===== src/ate_pkg.sv =====
package ate_pkg;

  // register numbers on the management register port
  localparam logic [15:0] ATE_WRITE_LOW_ADDR   = 16'h1801;
  localparam logic [15:0] ATE_WRITE_HIGH_ADDR  = 16'h1802;
  localparam logic [15:0] ATE_READ_LOW_ADDR    = 16'h1805;
  localparam logic [15:0] ATE_READ_HIGH_ADDR   = 16'h1806;

  // upper entry word field positions
  localparam int ATE_VALID_BIT       = 26;
  localparam int ATE_END_BIT         = 25;
  localparam int ATE_AGE_BIT         = 25;
  localparam int ATE_STATIC_BIT      = 24;
  localparam int ATE_FILTER_BIT      = 23;
  localparam int ATE_PRIO_EN_BIT     = 22;
  localparam int ATE_PRIO_HI         = 21;
  localparam int ATE_PRIO_LO         = 19;
  localparam int ATE_PORT_HI         = 18;
  localparam int ATE_PORT_LO         = 16;
  localparam int ATE_MAC_TAIL_HI     = 15;
  localparam int ATE_MAC_TAIL_LO     = 0;

  // writable bits of the upper write word: 26:0
  localparam logic [31:0] ATE_WRITE_HIGH_MASK  = 32'h07FF_FFFF;
  localparam logic [31:0] ATE_WRITE_LOW_RESET  = 32'h0000_0000;
  localparam logic [31:0] ATE_WRITE_HIGH_RESET = 32'h0000_0000;
  localparam logic [31:0] ATE_READ_LOW_RESET   = 32'h0000_0000;
  localparam logic [31:0] ATE_READ_HIGH_RESET  = 32'h0000_0000;

  localparam logic [2:0] ATE_PORT_RESERVED     = 3'h3;

  // entry as delivered by the table walker
  typedef struct packed {
    logic        static_entry;
    logic        filter;
    logic        prio_en;
    logic [2:0]  prio;
    logic [2:0]  port;
    logic [47:0] mac;
  } ate_entry_type;

  // management register access
  typedef struct packed {
    logic        wr;
    logic        rd;
    logic [15:0] addr;
    logic [31:0] wdata;
  } ate_reg_req_type;

  typedef enum logic [1:0] {
    ATE_IDLE,
    ATE_SEARCH
  } ate_state_type;

endpackage : ate_pkg


===== src/ate_table_access.sv =====
`timescale 1ns/1ps
module ate_table_access
  import ate_pkg::*;
(
  input  wire logic            sys_clk,
  input  wire logic            nrst,
  input  wire ate_reg_req_type reg_req,
  output logic [31:0]          reg_rdata,
  output logic                 reg_ack,
  input  wire logic            fetch_first,
  input  wire logic            fetch_next,
  input  wire logic            walk_found,
  input  wire logic            walk_end,
  input  wire ate_entry_type   walk_entry,
  input  wire logic            dest_priority_precedence,
  output logic                 walk_restart,
  output logic                 walk_step,
  output logic [31:0]          entry_write_low,
  output logic [31:0]          entry_write_high,
  output logic [2:0]           write_port_mask,
  output logic                 write_port_multi,
  output logic                 write_port_reserved,
  output logic                 write_prio_active
);

  // code to port-mask decode, used by the write path only; the read path stores the raw code
  function automatic logic [2:0] ate_port_decode(input logic [2:0] code);
    case (code)
      3'h0:    ate_port_decode = 3'h1;
      3'h1:    ate_port_decode = 3'h2;
      3'h2:    ate_port_decode = 3'h4;
      3'h4:    ate_port_decode = 3'h3;
      3'h5:    ate_port_decode = 3'h5;
      3'h6:    ate_port_decode = 3'h6;
      3'h7:    ate_port_decode = 3'h7;
      default: ate_port_decode = 3'h0;
    endcase
  endfunction : ate_port_decode

  logic [31:0]   write_low;
  logic [31:0]   write_high;
  logic [31:0]   read_low;
  logic [31:0]   read_high;
  ate_state_type state;
  logic [31:0]   next_write_low;
  logic [31:0]   next_write_high;
  logic [31:0]   next_read_low;
  logic [31:0]   next_read_high;
  ate_state_type next_state;
  logic          fetch_cmd;

  assign fetch_cmd = fetch_first | fetch_next;

  // software registers
  always_comb begin
    next_write_low  = write_low;
    next_write_high = write_high;
    if (reg_req.wr && reg_req.addr == ATE_WRITE_LOW_ADDR) begin
      next_write_low = reg_req.wdata;
    end
    if (reg_req.wr && reg_req.addr == ATE_WRITE_HIGH_ADDR) begin
      next_write_high = reg_req.wdata & ATE_WRITE_HIGH_MASK;
    end
  end

  always_ff @(posedge sys_clk or negedge nrst) begin
    if (!nrst) begin
      write_low  <= ATE_WRITE_LOW_RESET;
      write_high <= ATE_WRITE_HIGH_RESET;
    end else begin
      write_low  <= next_write_low;
      write_high <= next_write_high;
    end
  end

  // fetch sequencing: a new command always wins and restarts the result
  always_comb begin
    next_state     = state;
    next_read_low  = read_low;
    next_read_high = read_high;
    walk_restart   = 1'b0;
    walk_step      = 1'b0;
    if (fetch_cmd) begin
      next_read_high[ATE_VALID_BIT] = 1'b0;
      next_read_high[ATE_END_BIT]   = 1'b0;
      walk_restart = fetch_first;
      walk_step    = fetch_next & ~fetch_first;
      next_state   = ATE_SEARCH;
    end else begin
      case (state)
        ATE_IDLE: begin
          next_state = ATE_IDLE;
        end
        ATE_SEARCH: begin
          // read words take a fetch result only here; a new command clears just valid and end
          if (walk_found) begin
            next_read_low  = walk_entry.mac[31:0];
            next_read_high = '0;
            next_read_high[ATE_VALID_BIT]              = 1'b1;
            next_read_high[ATE_END_BIT]                = walk_end;
            next_read_high[ATE_STATIC_BIT]             = walk_entry.static_entry;
            next_read_high[ATE_FILTER_BIT]             = walk_entry.filter;
            next_read_high[ATE_PRIO_EN_BIT]            = walk_entry.prio_en;
            next_read_high[ATE_PRIO_HI:ATE_PRIO_LO]    = walk_entry.prio;
            next_read_high[ATE_PORT_HI:ATE_PORT_LO]    = walk_entry.port;
            next_read_high[ATE_MAC_TAIL_HI:ATE_MAC_TAIL_LO] = walk_entry.mac[47:32];
            next_state = ATE_IDLE;
          end else if (walk_end) begin
            // top reached without a hit: valid stays clear
            next_read_high[ATE_END_BIT] = 1'b1;
            next_state = ATE_IDLE;
          end
        end
        default: begin
          next_state = ATE_IDLE;
        end
      endcase
    end
  end

  always_ff @(posedge sys_clk or negedge nrst) begin
    if (!nrst) begin
      state     <= ATE_IDLE;
      read_low  <= ATE_READ_LOW_RESET;
      read_high <= ATE_READ_HIGH_RESET;
    end else begin
      state     <= next_state;
      read_low  <= next_read_low;
      read_high <= next_read_high;
    end
  end

  // read mux, registered; writes to read words are ignored
  logic [31:0] rdata_q;
  logic        ack_q;
  logic [31:0] next_rdata;
  logic        next_ack;

  always_comb begin
    next_ack   = reg_req.rd | reg_req.wr;
    next_rdata = '0;
    if (reg_req.rd) begin
      case (reg_req.addr)
        ATE_WRITE_LOW_ADDR:  next_rdata = write_low;
        ATE_WRITE_HIGH_ADDR: next_rdata = write_high;
        ATE_READ_LOW_ADDR:   next_rdata = read_low;
        ATE_READ_HIGH_ADDR:  next_rdata = read_high;
        default:             next_rdata = '0;
      endcase
    end
  end

  always_ff @(posedge sys_clk or negedge nrst) begin
    if (!nrst) begin
      rdata_q <= '0;
      ack_q   <= 1'b0;
    end else begin
      rdata_q <= next_rdata;
      ack_q   <= next_ack;
    end
  end

  assign reg_rdata           = rdata_q;
  assign reg_ack             = ack_q;
  assign entry_write_low     = write_low;
  assign entry_write_high    = write_high;
  assign write_port_multi    = write_high[ATE_PORT_HI];
  assign write_port_mask     = ate_port_decode(write_high[ATE_PORT_HI:ATE_PORT_LO]);
  // flagged so the make-entry logic can refuse it
  assign write_port_reserved = (write_high[ATE_PORT_HI:ATE_PORT_LO] == ATE_PORT_RESERVED);
  assign write_prio_active   = write_high[ATE_PRIO_EN_BIT] & dest_priority_precedence;

endmodule : ate_table_access


===== config.mk =====
export PLATFORM = sky130hd
export DESIGN_NAME = ate_table_access
export DESIGN_NICKNAME = d
export VERILOG_FILES = /design/src/ate_pkg.sv /design/src/ate_table_access.sv
export SDC_FILE = /design/constraint.sdc
export NUM_CORES = 1
export LEC_CHECK = 0
export BUFFER_PORTS_ARGS = -buffer_cell sky130_fd_sc_hd__buf_2
export CAP_MARGIN = 20
export CORE_ASPECT_RATIO = 1.25
export CORE_MARGIN = 5
export CORE_UTILIZATION = 47
export DETAILED_ROUTE_END_ITERATION = 8
export GPL_ROUTABILITY_DRIVEN = 0
export GPL_TIMING_DRIVEN = 0
export HOLD_SLACK_MARGIN = 0.03
export PLACE_DENSITY = 0.86
export SLEW_MARGIN = 40
export SYNTH_ARGS = -nofsm -noshare
export SYNTH_HDL_FRONTEND = slang
export SYNTH_SLANG_ARGS = --single-unit

===== constraint.sdc =====
create_clock -name sys_clk -period 2.3 [get_ports sys_clk]
set_clock_uncertainty 0.15 [all_clocks]
set_input_delay 0.575 -clock sys_clk [delete_from_list [all_inputs] [get_ports sys_clk]]
set_output_delay 0.575 -clock sys_clk [all_outputs]
set_load 0.01 [all_outputs]

==> impl_metrics.json, run 1 <==
{
  "worst_r2r_endpoint": "read_low[30]",
  "dp_hpwl_um": 13100,
  "die_h_um": 141,
  "synthMuxAreaShare_pct": 29.7,
  "place_area_um2": 7800,
  "yosysMostFrequentCell": "dfrtp_1",
  "synth_top_area_share_pct": 58.8,
  "worstSetupPathType": "input pin to flip-flop",
  "drc_errors": 0,
  "yosys_warnings": 0,
  "drv_slew": 0,
  "rows": 48,
  "firstDrtPassIters": 4,
  "cp.arrival_ns": 2.39,
  "maxCapViolCount": 0,
  "startpoint_type": "input pin",
  "synth-simple-area-share_pct": 4.49,
  "min_period_over_period_pct": 97.5,
  "grt_pass1_vias": 4983,
  "cp_top_family": "simple AND/OR/NAND/NOR gates",
  "cts_tree": "yes",
  "routed-via-count": 4651,
  "avgSynthCellArea_um2": 14.3,
  "ir_drop_mv": 0.586,
  "synth.largest_area_cell": "dfrtp_1",
  "r2r_slack_ns": 0.21,
  "area_growth_pct": 30.7,
  "die_area_um2": 16200,
  "synth-xor-area-share_pct": 0.136,
  "ant_nets": 0,
  "outcome": "finished, final reports clean",
  "initial_core_util_pct": 47.4,
  "synth_edf_count": 0,
  "path_cells": "buf_2 > nor4_2 > nand4_1 > nor3_4 > buf_4 > mux2_2",
  "slowest_delay_ns": 0.43,
  "cts_sinks": 152,
  "r2r-start": "state[0]",
  "drive_above_1_share_pct": 52.6,
  "numCtsBuffers": 17,
  "post-place-cells": 843,
  "final_cell_area_um2": 8450,
  "clock_path_buffers": 2,
  "antenna_found_initial": 0,
  "instances_no_fill": 879,
  "rsz0062_at_grt": "no",
  "finalHoldViolCount": 0,
  "grt_first_pass_wirelength_um": 26500,
  "routedWlPerCell_um": 19.7,
  "critPathSlowestCell": "nor4_2",
  "synthAdderAreaFrac_pct": 0,
  "critPathBufInv": 2,
  "synth_top_family_by_area": "multiplexers",
  "htreeDepth": 4,
  "routed_wl_um": 17300,
  "synth_seq_cells": 152,
  "synth_compound_area_share_pct": 3.89,
  "power_leakage_nw": 4.47,
  "synthCells": 451,
  "rr_worst_depth": 5,
  "worst_pin_slew_ns": 0.666,
  "synthesis.area_um2": 6460,
  "num_io_pins": 219,
  "holdPathStages": 2,
  "core_um2": 13600,
  "synth.distinct_cells": 30,
  "final_nets": 805,
  "root_buffer": "clkbuf_16",
  "hold_class": "input pin to flip-flop",
  "grt_max_degree": 78,
  "die_x_um": 115,
  "power_density_nw_per_um2": 768,
  "viasPerCell": 5.29,
  "portBuffers": 212,
  "grt_util_all_layers_pct": 21.4,
  "synthTopCellsByCount": "dfrtp_1 (152), mux2_2 (96), mux2i_1 (60)",
  "fmax_mhz": 446,
  "path_clk_slew_ns": 0.06,
  "whs_endpoint": "reg_ack",
  "fin_crit_ns": 2.24,
  "crit_required_ns": 2.45,
  "ys_top_cells_by_area": "dfrtp_1 (59%), mux2_2 (17%), mux2i_1 (9.3%)",
  "min_from": "reg_req[48]",
  "n_antenna_cell": 0,
  "setup_violations": 0,
  "gr-total-overflow": 0,
  "clock_latency_ns": 0.42,
  "path_max_fanout": 10,
  "cp-end-kind": "flip-flop",
  "synth_async_sr_flop_share_pct": 100,
  "maxSlewHeadroom_pct": 55.6,
  "synth_ff_type": "dfrtp_1",
  "yosysSeqAreaShare_pct": 58.8,
  "drt_iter0_markers": 147
}
[per-stage QoR]
stage | utilization [%] | power, mW | hold slack, ns | setup TNS, ns | worst slack (ns)
2_1_floorplan | - | 3.43 | 0.129 | 0 | 0.0601
3_3_place_gp | 56.9 | 3.67 | 0.309 | -266.32 | -1.48
3_5_place_dp | 57.2 | 3.72 | 0.320 | -47.03 | -0.622
4_1_cts | 61.9 | 6.54 | 0.190 | 0 | 0.0187
5_1_grt | 62.0 | 6.75 | 0.202 | 0 | 0.0367
6_report | 62.0 | 6.48 | 0.211 | 0 | 0.0568
[layout by cell type (no fill, tap or decap), types with 4 or more instances in the layout]
cell type and n:
clkbuf_1 12, nor2_1 35, dfrtp_1 152, clkinv_4 4
o22a_1 27, buf_4 12, mux2i_1 60, mux2_1 21
conb_1 5, clkbuf_16 17, buf_2 220, mux2_2 96
[flip-flops by register name, indices dropped and copies added, names as in the netlist]
| register | flops |
|---|---|
| reg_ack | 1 |
| read_high | 27 |
| entry_write_low | 32 |
| entry_write_high | 27 |
| reg_rdata | 32 |
| state | 1 |
| read_low | 32 |
[worst register-to-register path, stage by stage, from the launching register on]
cell,delay [ns]
dfrtp_1,0.38
nand2_1,0.10
nor3_2,0.27
buf_2,0.33
buf_2,0.34
mux2_2,0.39
[report_power, final]
part / switching, mW / internal [mW]
registers: 0.123 / 2.90
logic: 0.293 / 0.365
clock network: 1.11 / 1.70
[area by class of cell]
cell class	count	area, µm²
buffer	33	184
clock buffer	20	467
clock inverter	12	141
fill	1044	5180
inverter	1	3.75
multi-input combinational	269	2500
sequential	152	3800
tap	175	219
timing repair buffer	217	1130
[layer usage]
layer	share of wire, %	track usage (%)	vias to the layer above
met5	0	0	-
met4	2.9	9.09	0
met3	7.5	5.97	40
met2	51	36.4	201
met1	38	25.3	2325
li1	-	-	2085
[timing repair]
action                                  4_1_cts  5_1_grt
buffers inserted                              3        0
endpoints found under the hold margin        75        0
endpoints found under the setup margin       50       20
pin swaps                                     2        0
resized for setup                             1        1
hold buffers                                  1        0
[cells by family after synthesis]
logic type                after synthesis
and+or+nand+nor                        57
muxes                                 177
DFF                                   152
xor gates and xnor gates                1
other                                   1
AOI/OAI and AO/OA                      29
buffers and inverters                  34
[how the worst max path moves through the flow]
stage | start | depth (start not counted) | end
after floorplan | reg_req[35] | 5 | entry_write_high[10]
after global placement | nrst | 1 | entry_write_low[4]
after detailed placement | reg_req[35] | 6 | entry_write_high[19]
after CTS | state[0] | 5 | read_low[30]
after global routing | reg_req[35] | 6 | entry_write_low[29]
final | reg_req[35] | 6 | entry_write_low[26]
(Power assumes the default switching activity.)
==> run 2: changes to the inputs <==
--- a/config.mk
+++ b/config.mk
@@ -5,16 +5,17 @@
 export SDC_FILE = /design/constraint.sdc
 export NUM_CORES = 1
 export LEC_CHECK = 0
-export BUFFER_PORTS_ARGS = -buffer_cell sky130_fd_sc_hd__buf_2
+export ABC_AREA = 1
 export CAP_MARGIN = 20
 export CORE_ASPECT_RATIO = 1.25
 export CORE_MARGIN = 5
 export CORE_UTILIZATION = 47
 export DETAILED_ROUTE_END_ITERATION = 8
+export DONT_BUFFER_PORTS = 1
 export GPL_ROUTABILITY_DRIVEN = 0
 export GPL_TIMING_DRIVEN = 0
 export HOLD_SLACK_MARGIN = 0.03
-export PLACE_DENSITY = 0.86
+export PLACE_DENSITY = 0.73
 export SLEW_MARGIN = 40
 export SYNTH_ARGS = -nofsm -noshare
 export SYNTH_HDL_FRONTEND = slang
==> run 2 against run 1 <==
  * The flow now finishes with violations (hold timing)
  * Die area grew 2.7%
  * Synthesized area grew 2.9%
  * Sequential power is essentially flat
  * Synthesized cell count grew 58%
  * Hold slack lost 0.50 ns
  * Wire length grew 7.7%
  * Cell count grew 4.9%
  * Critical path depth shrank 4
  * Non-clock buffer count shrank 199
  * Combinational power shrank 55%
  * Total power shrank 4.3%
  * Utilization shrank 7.9 points
  * Critical path type is now flip-flop to output port
==> impl_metrics.json, run 2 <==
{
  "outcome": "finished with violations",
  "violations": "hold timing",
  "drive_above_1_share_pct": 16.4,
  "internal-power_mw": 4.93,
  "power_switching_mw": 1.27,
  "worst_slack_ns": 0.217,
  "swShare_pct": 20.4,
  "place_ws_ns": -0.0185,
  "yosys_warnings": 0,
  "synth_seq_cells": 152,
  "core_um2": 13900,
  "power_leakage_nw": 3.72,
  "synth_async_sr_flop_share_pct": 100,
  "fmax_mhz": 480,
  "post-route-util_pct": 54.1,
  "maxSlewHeadroom_pct": 61.7,
  "num_io_pins": 219,
  "worstSetupPathType": "flip-flop to output port",
  "avgSynthCellArea_um2": 9.34,
  "ys_top_cells_by_area": "dfrtp_1 (57%), mux2_2 (9.1%), nand3_1 (8.9%)",
  "startpoint_type": "flip-flop",
  "rsz0062_at_grt": "no",
  "clock_latency_ns": 0.41,
  "hold_class": "input pin to asynchronous set/reset pin",
  "ir_drop_mv": 0.558,
  "die_x_um": 116,
  "cp.arrival_ns": 1.36,
  "yosysMostFrequentCell": "dfrtp_1",
  "final_common_cell": "dfrtp_1",
  "drc_errors": 0,
  "dp_hpwl_um": 13700,
  "crit_required_ns": 1.57,
  "setup_violations": 0,
  "whs_ns": -0.292,
  "worst_pin_slew_ns": 0.574,
  "final_nets": 849,
  "cp-end-kind": "output port",
  "grt_first_pass_wirelength_um": 28600,
  "clock_path_buffers": 2,
  "total_power_mw": 6.20,
  "antenna_found_initial": 2,
  "ant_nets": 0,
  "area_growth_pct": 12.7,
  "combPwrFrac_pct": 4.7,
  "die_h_um": 143,
  "multi_input_area_um2": 2440,
  "seqCellArea_um2": 3800,
  "synth.distinct_cells": 22,
  "yosysSeqAreaShare_pct": 57.2,
  "numCtsBuffers": 17,
  "routed-via-count": 5091,
  "tns_ns": 0,
  "fillers": 1275,
  "r2r_slack_ns": 0.42,
  "maxCapViolCount": 0,
  "routedWlPerCell_um": 20.2,
  "min_period_over_period_pct": 90.6,
  "synthesis.area_um2": 6650,
  "cts_sinks": 152,
  "synth.largest_area_cell": "dfrtp_1",
  "rr_worst_depth": 5,
  "power.share.sequential_pct": 48.5,
  "gr-total-overflow": 0,
  "synth_edf_count": 0,
  "fin_crit_ns": 2.08,
  "drt_iter0_markers": 426,
  "initial_core_util_pct": 48.0,
  "synth_ff_type": "dfrtp_1",
  "grt_pass1_vias": 5202,
  "root_buffer": "clkbuf_16",
  "synthCells": 712,
  "finalHoldViolCount": 152,
  "cts_tree": "yes",
  "mostFrequentLayoutCells": "dfrtp_1 (152), nand2_1 (138), nand3_1 (118)",
  "path_clk_slew_ns": 0.06,
  "drv_slew": 0,
  "firstDrtPassIters": 5,
  "synth_top_area_share_pct": 57.2,
  "power_density_nw_per_um2": 827,
  "rows": 48,
  "routed_wl_um": 18600,
  "clkPwrFrac_pct": 46.8,
  "grt_max_degree": 153,
  "viasPerCell": 5.52,
  "grt_util_all_layers_pct": 23.1,
  "path_max_fanout": 7,
  "portBuffers": 0,
  "htreeDepth": 4,
  "synthTopCellsByCount": "dfrtp_1 (152), nand2_1 (138), nand3_1 (118)",
  "die_area_um2": 16600
}
[run 2: power groups by stage]
| stage | clock network [mW] | registers [mW] | logic [mW] |
|---|---|---|---|
| 6_report | 2.90 | 3.01 | 0.294 |
| 5_1_grt | 3.06 | 3.03 | 0.331 |
| 4_1_cts | 2.94 | 3.01 | 0.298 |
| 3_5_place_dp | 0 | 3.05 | 0.297 |
| 3_3_place_gp | 0 | 3.05 | 0.284 |
| 2_1_floorplan | 0 | 3.01 | 0.259 |
[run 2: kinds of logic after synthesis]
| kind of cell | share of synthesized area (%) |
|---|---|
| AND/OR/NAND/NOR | 21.6 |
| AO/OA/AOI/OAI | 5.55 |
| buffers and inverters | 6.43 |
| flip-flops | 57.2 |
| multiplexers | 9.14 |
| other | 0.0564 |
[run 2: path summary, 6_finish.rpt]
kind / from / to
min: nrst / reg_rdata[29]
max: entry_write_high[17] / write_port_mask[2]
max in group asynchronous: nrst / read_low[31]
min reg2reg: read_high[26] / read_high[26]
max reg2reg: state[0] / read_low[27]
min in group sys_clk: reg_req[48] / reg_ack
[run 2: area by class of cell]
| class | instances | area share (%) |
|---|---|---|
| flip-flops and latches | 152 | 50.7 |
| well taps | 175 | 2.92 |
| clock inverters | 8 | 1.95 |
| clock buffers | 22 | 6.19 |
| plain buffers | 51 | 3.45 |
| inverters | 45 | 2.25 |
| multi-input cells | 468 | 32.5 |
| diodes | 1 | 0.0334 |
[run 2: timing repair]
item,CTS,global route
resized for setup,0,0
setup buffers,0,0
hold endpoints to repair,152,152
[run 2: metal layers]
layer,up-vias,track usage [%],wire length (µm)
met5,-,0,13
met4,2,10.9,689
met3,43,8.39,1670
met2,217,37.8,9310
met1,2468,26.7,6960
li1,2361,-,-
[run 2: worst max-delay path: stages (launching register included)]
cell and delay (ns):
dfrtp_1 0.53, inv_1 0.09, o21ai_0 0.32
[run 2: through the flow]
stage | instance area [µm²] | cells
floorplan | 6670 | 716
global placement | 6890 | 891
detailed placement | 6890 | 891
CTS | 7500 | 921
global route | 7500 | 922
finish | 7500 | 922
==> run 3: changes to the inputs <==
--- a/config.mk
+++ b/config.mk
@@ -5,7 +5,6 @@
 export SDC_FILE = /design/constraint.sdc
 export NUM_CORES = 1
 export LEC_CHECK = 0
-export ABC_AREA = 1
 export CAP_MARGIN = 20
 export CORE_ASPECT_RATIO = 1.25
 export CORE_MARGIN = 5
==> run 3 against run 2 <==
  * The flow still finishes with violations (hold timing)
  * Flip-flop and latch count is the same
  * Cell count shrank 28%
  * Highest routed layer unchanged
  * Worst setup slack lost 0.11 ns
  * Critical path type is now input pin to flip-flop
  * Die area shrank 2.6%
==> impl_metrics.json, run 3 (synthesis gave the netlist of run 1 again) <==
{
  "die_area_um2": 16200,
  "maxSlewHeadroom_pct": 54.6,
  "routedWlPerCell_um": 24.0,
  "power.share.sequential_pct": 46.5,
  "fillers": 1140,
  "setup_violations": 0,
  "r2r-start": "state[0]",
  "power_switching_mw": 1.40,
  "final_nets": 588,
  "portBuffers": 0,
  "power_density_nw_per_um2": 881,
  "crit_cells": 5,
  "combPwrFrac_pct": 7.4,
  "ant_nets": 0,
  "crit_path_end": "entry_write_high[16]",
  "drc_errors": 0,
  "rows": 48,
  "r2r_slack_ns": 0.22,
  "ir_drop_mv": 0.419,
  "cp.arrival_ns": 2.33,
  "slowest_delay_ns": 0.56,
  "gr-total-overflow": 0,
  "firstDrtPassIters": 4,
  "fmax_mhz": 457,
  "worst_r2r_endpoint": "read_low[16]",
  "tns_ns": 0,
  "min_period_over_period_pct": 95.2,
  "multi_input_area_um2": 2490,
  "worstSetupPathType": "input pin to flip-flop",
  "routed_wl_um": 15900,
  "cp_top_family": "simple AND/OR/NAND/NOR gates",
  "crit_start": "reg_req[40]",
  "initial_core_util_pct": 47.4,
  "critPathSlowestCell": "nor3_4",
  "clock_latency_ns": 0.41,
  "power_leakage_nw": 3.45,
  "clock_path_buffers": 2,
  "grt_max_degree": 153,
  "post-route-util_pct": 53.8,
  "grt_first_pass_wirelength_um": 24200,
  "path_cells": "nor3b_1 > nand4_1 > nor3_4 > buf_6 > mux2_1",
  "core_um2": 13600,
  "mostFrequentLayoutCells": "dfrtp_1 (152), mux2_2 (96), mux2i_1 (60)",
  "die_h_um": 141,
  "numCtsBuffers": 17,
  "path_clk_slew_ns": 0.06,
  "area_growth_pct": 13.5,
  "path_max_fanout": 10,
  "viasPerCell": 5.69,
  "cts_tree": "yes",
  "root_buffer": "clkbuf_16",
  "cp-end-kind": "flip-flop",
  "seqCellArea_um2": 3800,
  "critPathBufInv": 1,
  "internal-power_mw": 5.06,
  "crit_required_ns": 2.44,
  "dp_hpwl_um": 11400,
  "cts_sinks": 152,
  "drv_slew": 0,
  "routed-via-count": 3774,
  "rr_worst_depth": 5,
  "swShare_pct": 21.6,
  "hold_class": "input pin to asynchronous set/reset pin",
  "finalHoldViolCount": 152,
  "postCtsSetupRepairBufs": 0,
  "grt_pass1_vias": 4210,
  "clkPwrFrac_pct": 46.1,
  "fin_crit_ns": 2.19,
  "die_x_um": 115,
  "drt_iter0_markers": 164,
  "antenna_found_initial": 1,
  "htreeDepth": 4,
  "maxCapViolCount": 0,
  "drive_above_1_share_pct": 31.2,
  "startpoint_type": "input pin",
  "worst_pin_slew_ns": 0.681,
  "num_io_pins": 219,
  "rsz0062_at_grt": "no",
  "violations": "hold timing",
  "grt_util_all_layers_pct": 19.7,
  "whs_ns": -0.293,
  "outcome": "finished with violations",
  "final_common_cell": "dfrtp_1"
}
[run 3: cell types whose count changed in the layout (fill, tap and decap cells not counted), sizes merged, moves of 45 or more]
cell / delta
nand2: -136
mux2: +63
nor2: -45
nand3: -118
mux2i: +60
o21ai: -62
[run 3: worst reg2reg max path, stage by stage (launching register included)]
cell     delay (ns)
dfrtp_1        0.38
nand2_1        0.11
nor3_2         0.27
buf_2          0.33
buf_2          0.33
mux2_2         0.38
[run 3: how the worst min path moves through the flow]
| stage | end | cells past startpoint | from |
|---|---|---|---|
| 2_1_floorplan | entry_write_high[0] | 0 | nrst |
| 3_3_place_gp | entry_write_low[28] | 0 | nrst |
| 3_5_place_dp | entry_write_low[28] | 0 | nrst |
| 4_1_cts | entry_write_low[28] | 0 | nrst |
| 5_1_grt | entry_write_low[28] | 0 | nrst |
| 6_report | entry_write_low[28] | 0 | nrst |
[run 3: power groups by stage]
stage / Combinational [mW] / Clock (mW) / Sequential [mW]
after floorplan: 0.409 / 0 / 3.02
after global placement: 0.461 / 0 / 3.05
after detailed placement: 0.479 / 0 / 3.06
after CTS: 0.482 / 3.02 / 3.01
after global routing: 0.520 / 3.14 / 3.04
final: 0.477 / 2.98 / 3.01
[run 3: layout make-up]
class	instances	share of cell area (%)
Multi-Input combinational cell	269	34.0
Clock inverter	11	2.30
Tap cell	175	2.99
Antenna cell	1	0.0341
Sequential cell	152	51.9
Clock buffer	21	6.28
Inverter	1	0.0512
Buffer	33	2.51
[run 3: metrics by stage]
| step | hold WS (ns) | power [mW] | instance area, µm² | std cells | setup slack, ns |
|---|---|---|---|---|---|
| floorplan | 0.129 | 3.43 | 6480 | 455 | 0.0601 |
| global placement | 0.133 | 3.51 | 6700 | 630 | -0.308 |
| detailed placement | 0.133 | 3.54 | 6700 | 630 | -0.345 |
| CTS | -0.307 | 6.51 | 7330 | 662 | 0.0888 |
| global route | -0.318 | 6.69 | 7330 | 662 | 0.00218 |
| finish | -0.293 | 6.46 | 7330 | 663 | 0.110 |
[run 3: repair_timing]
action / CTS / global route
hold endpoints to repair: 152 / 152
endpoints found under the setup margin: 19 / 0
resized for setup: 1 / 0
[run 3: per-layer routing]
layer / vias to the layer above / wire (µm) / part of all wire, % / track usage [%]
met4: 2 / 256 / 1.6 / 6.30
met2: 155 / 8240 / 52 / 33.6
li1: 1650 / - / - / -
met3: 25 / 1480 / 9.3 / 8.33
met1: 1942 / 5910 / 37 / 22.2
met5: - / 13 / 0.082 / 0
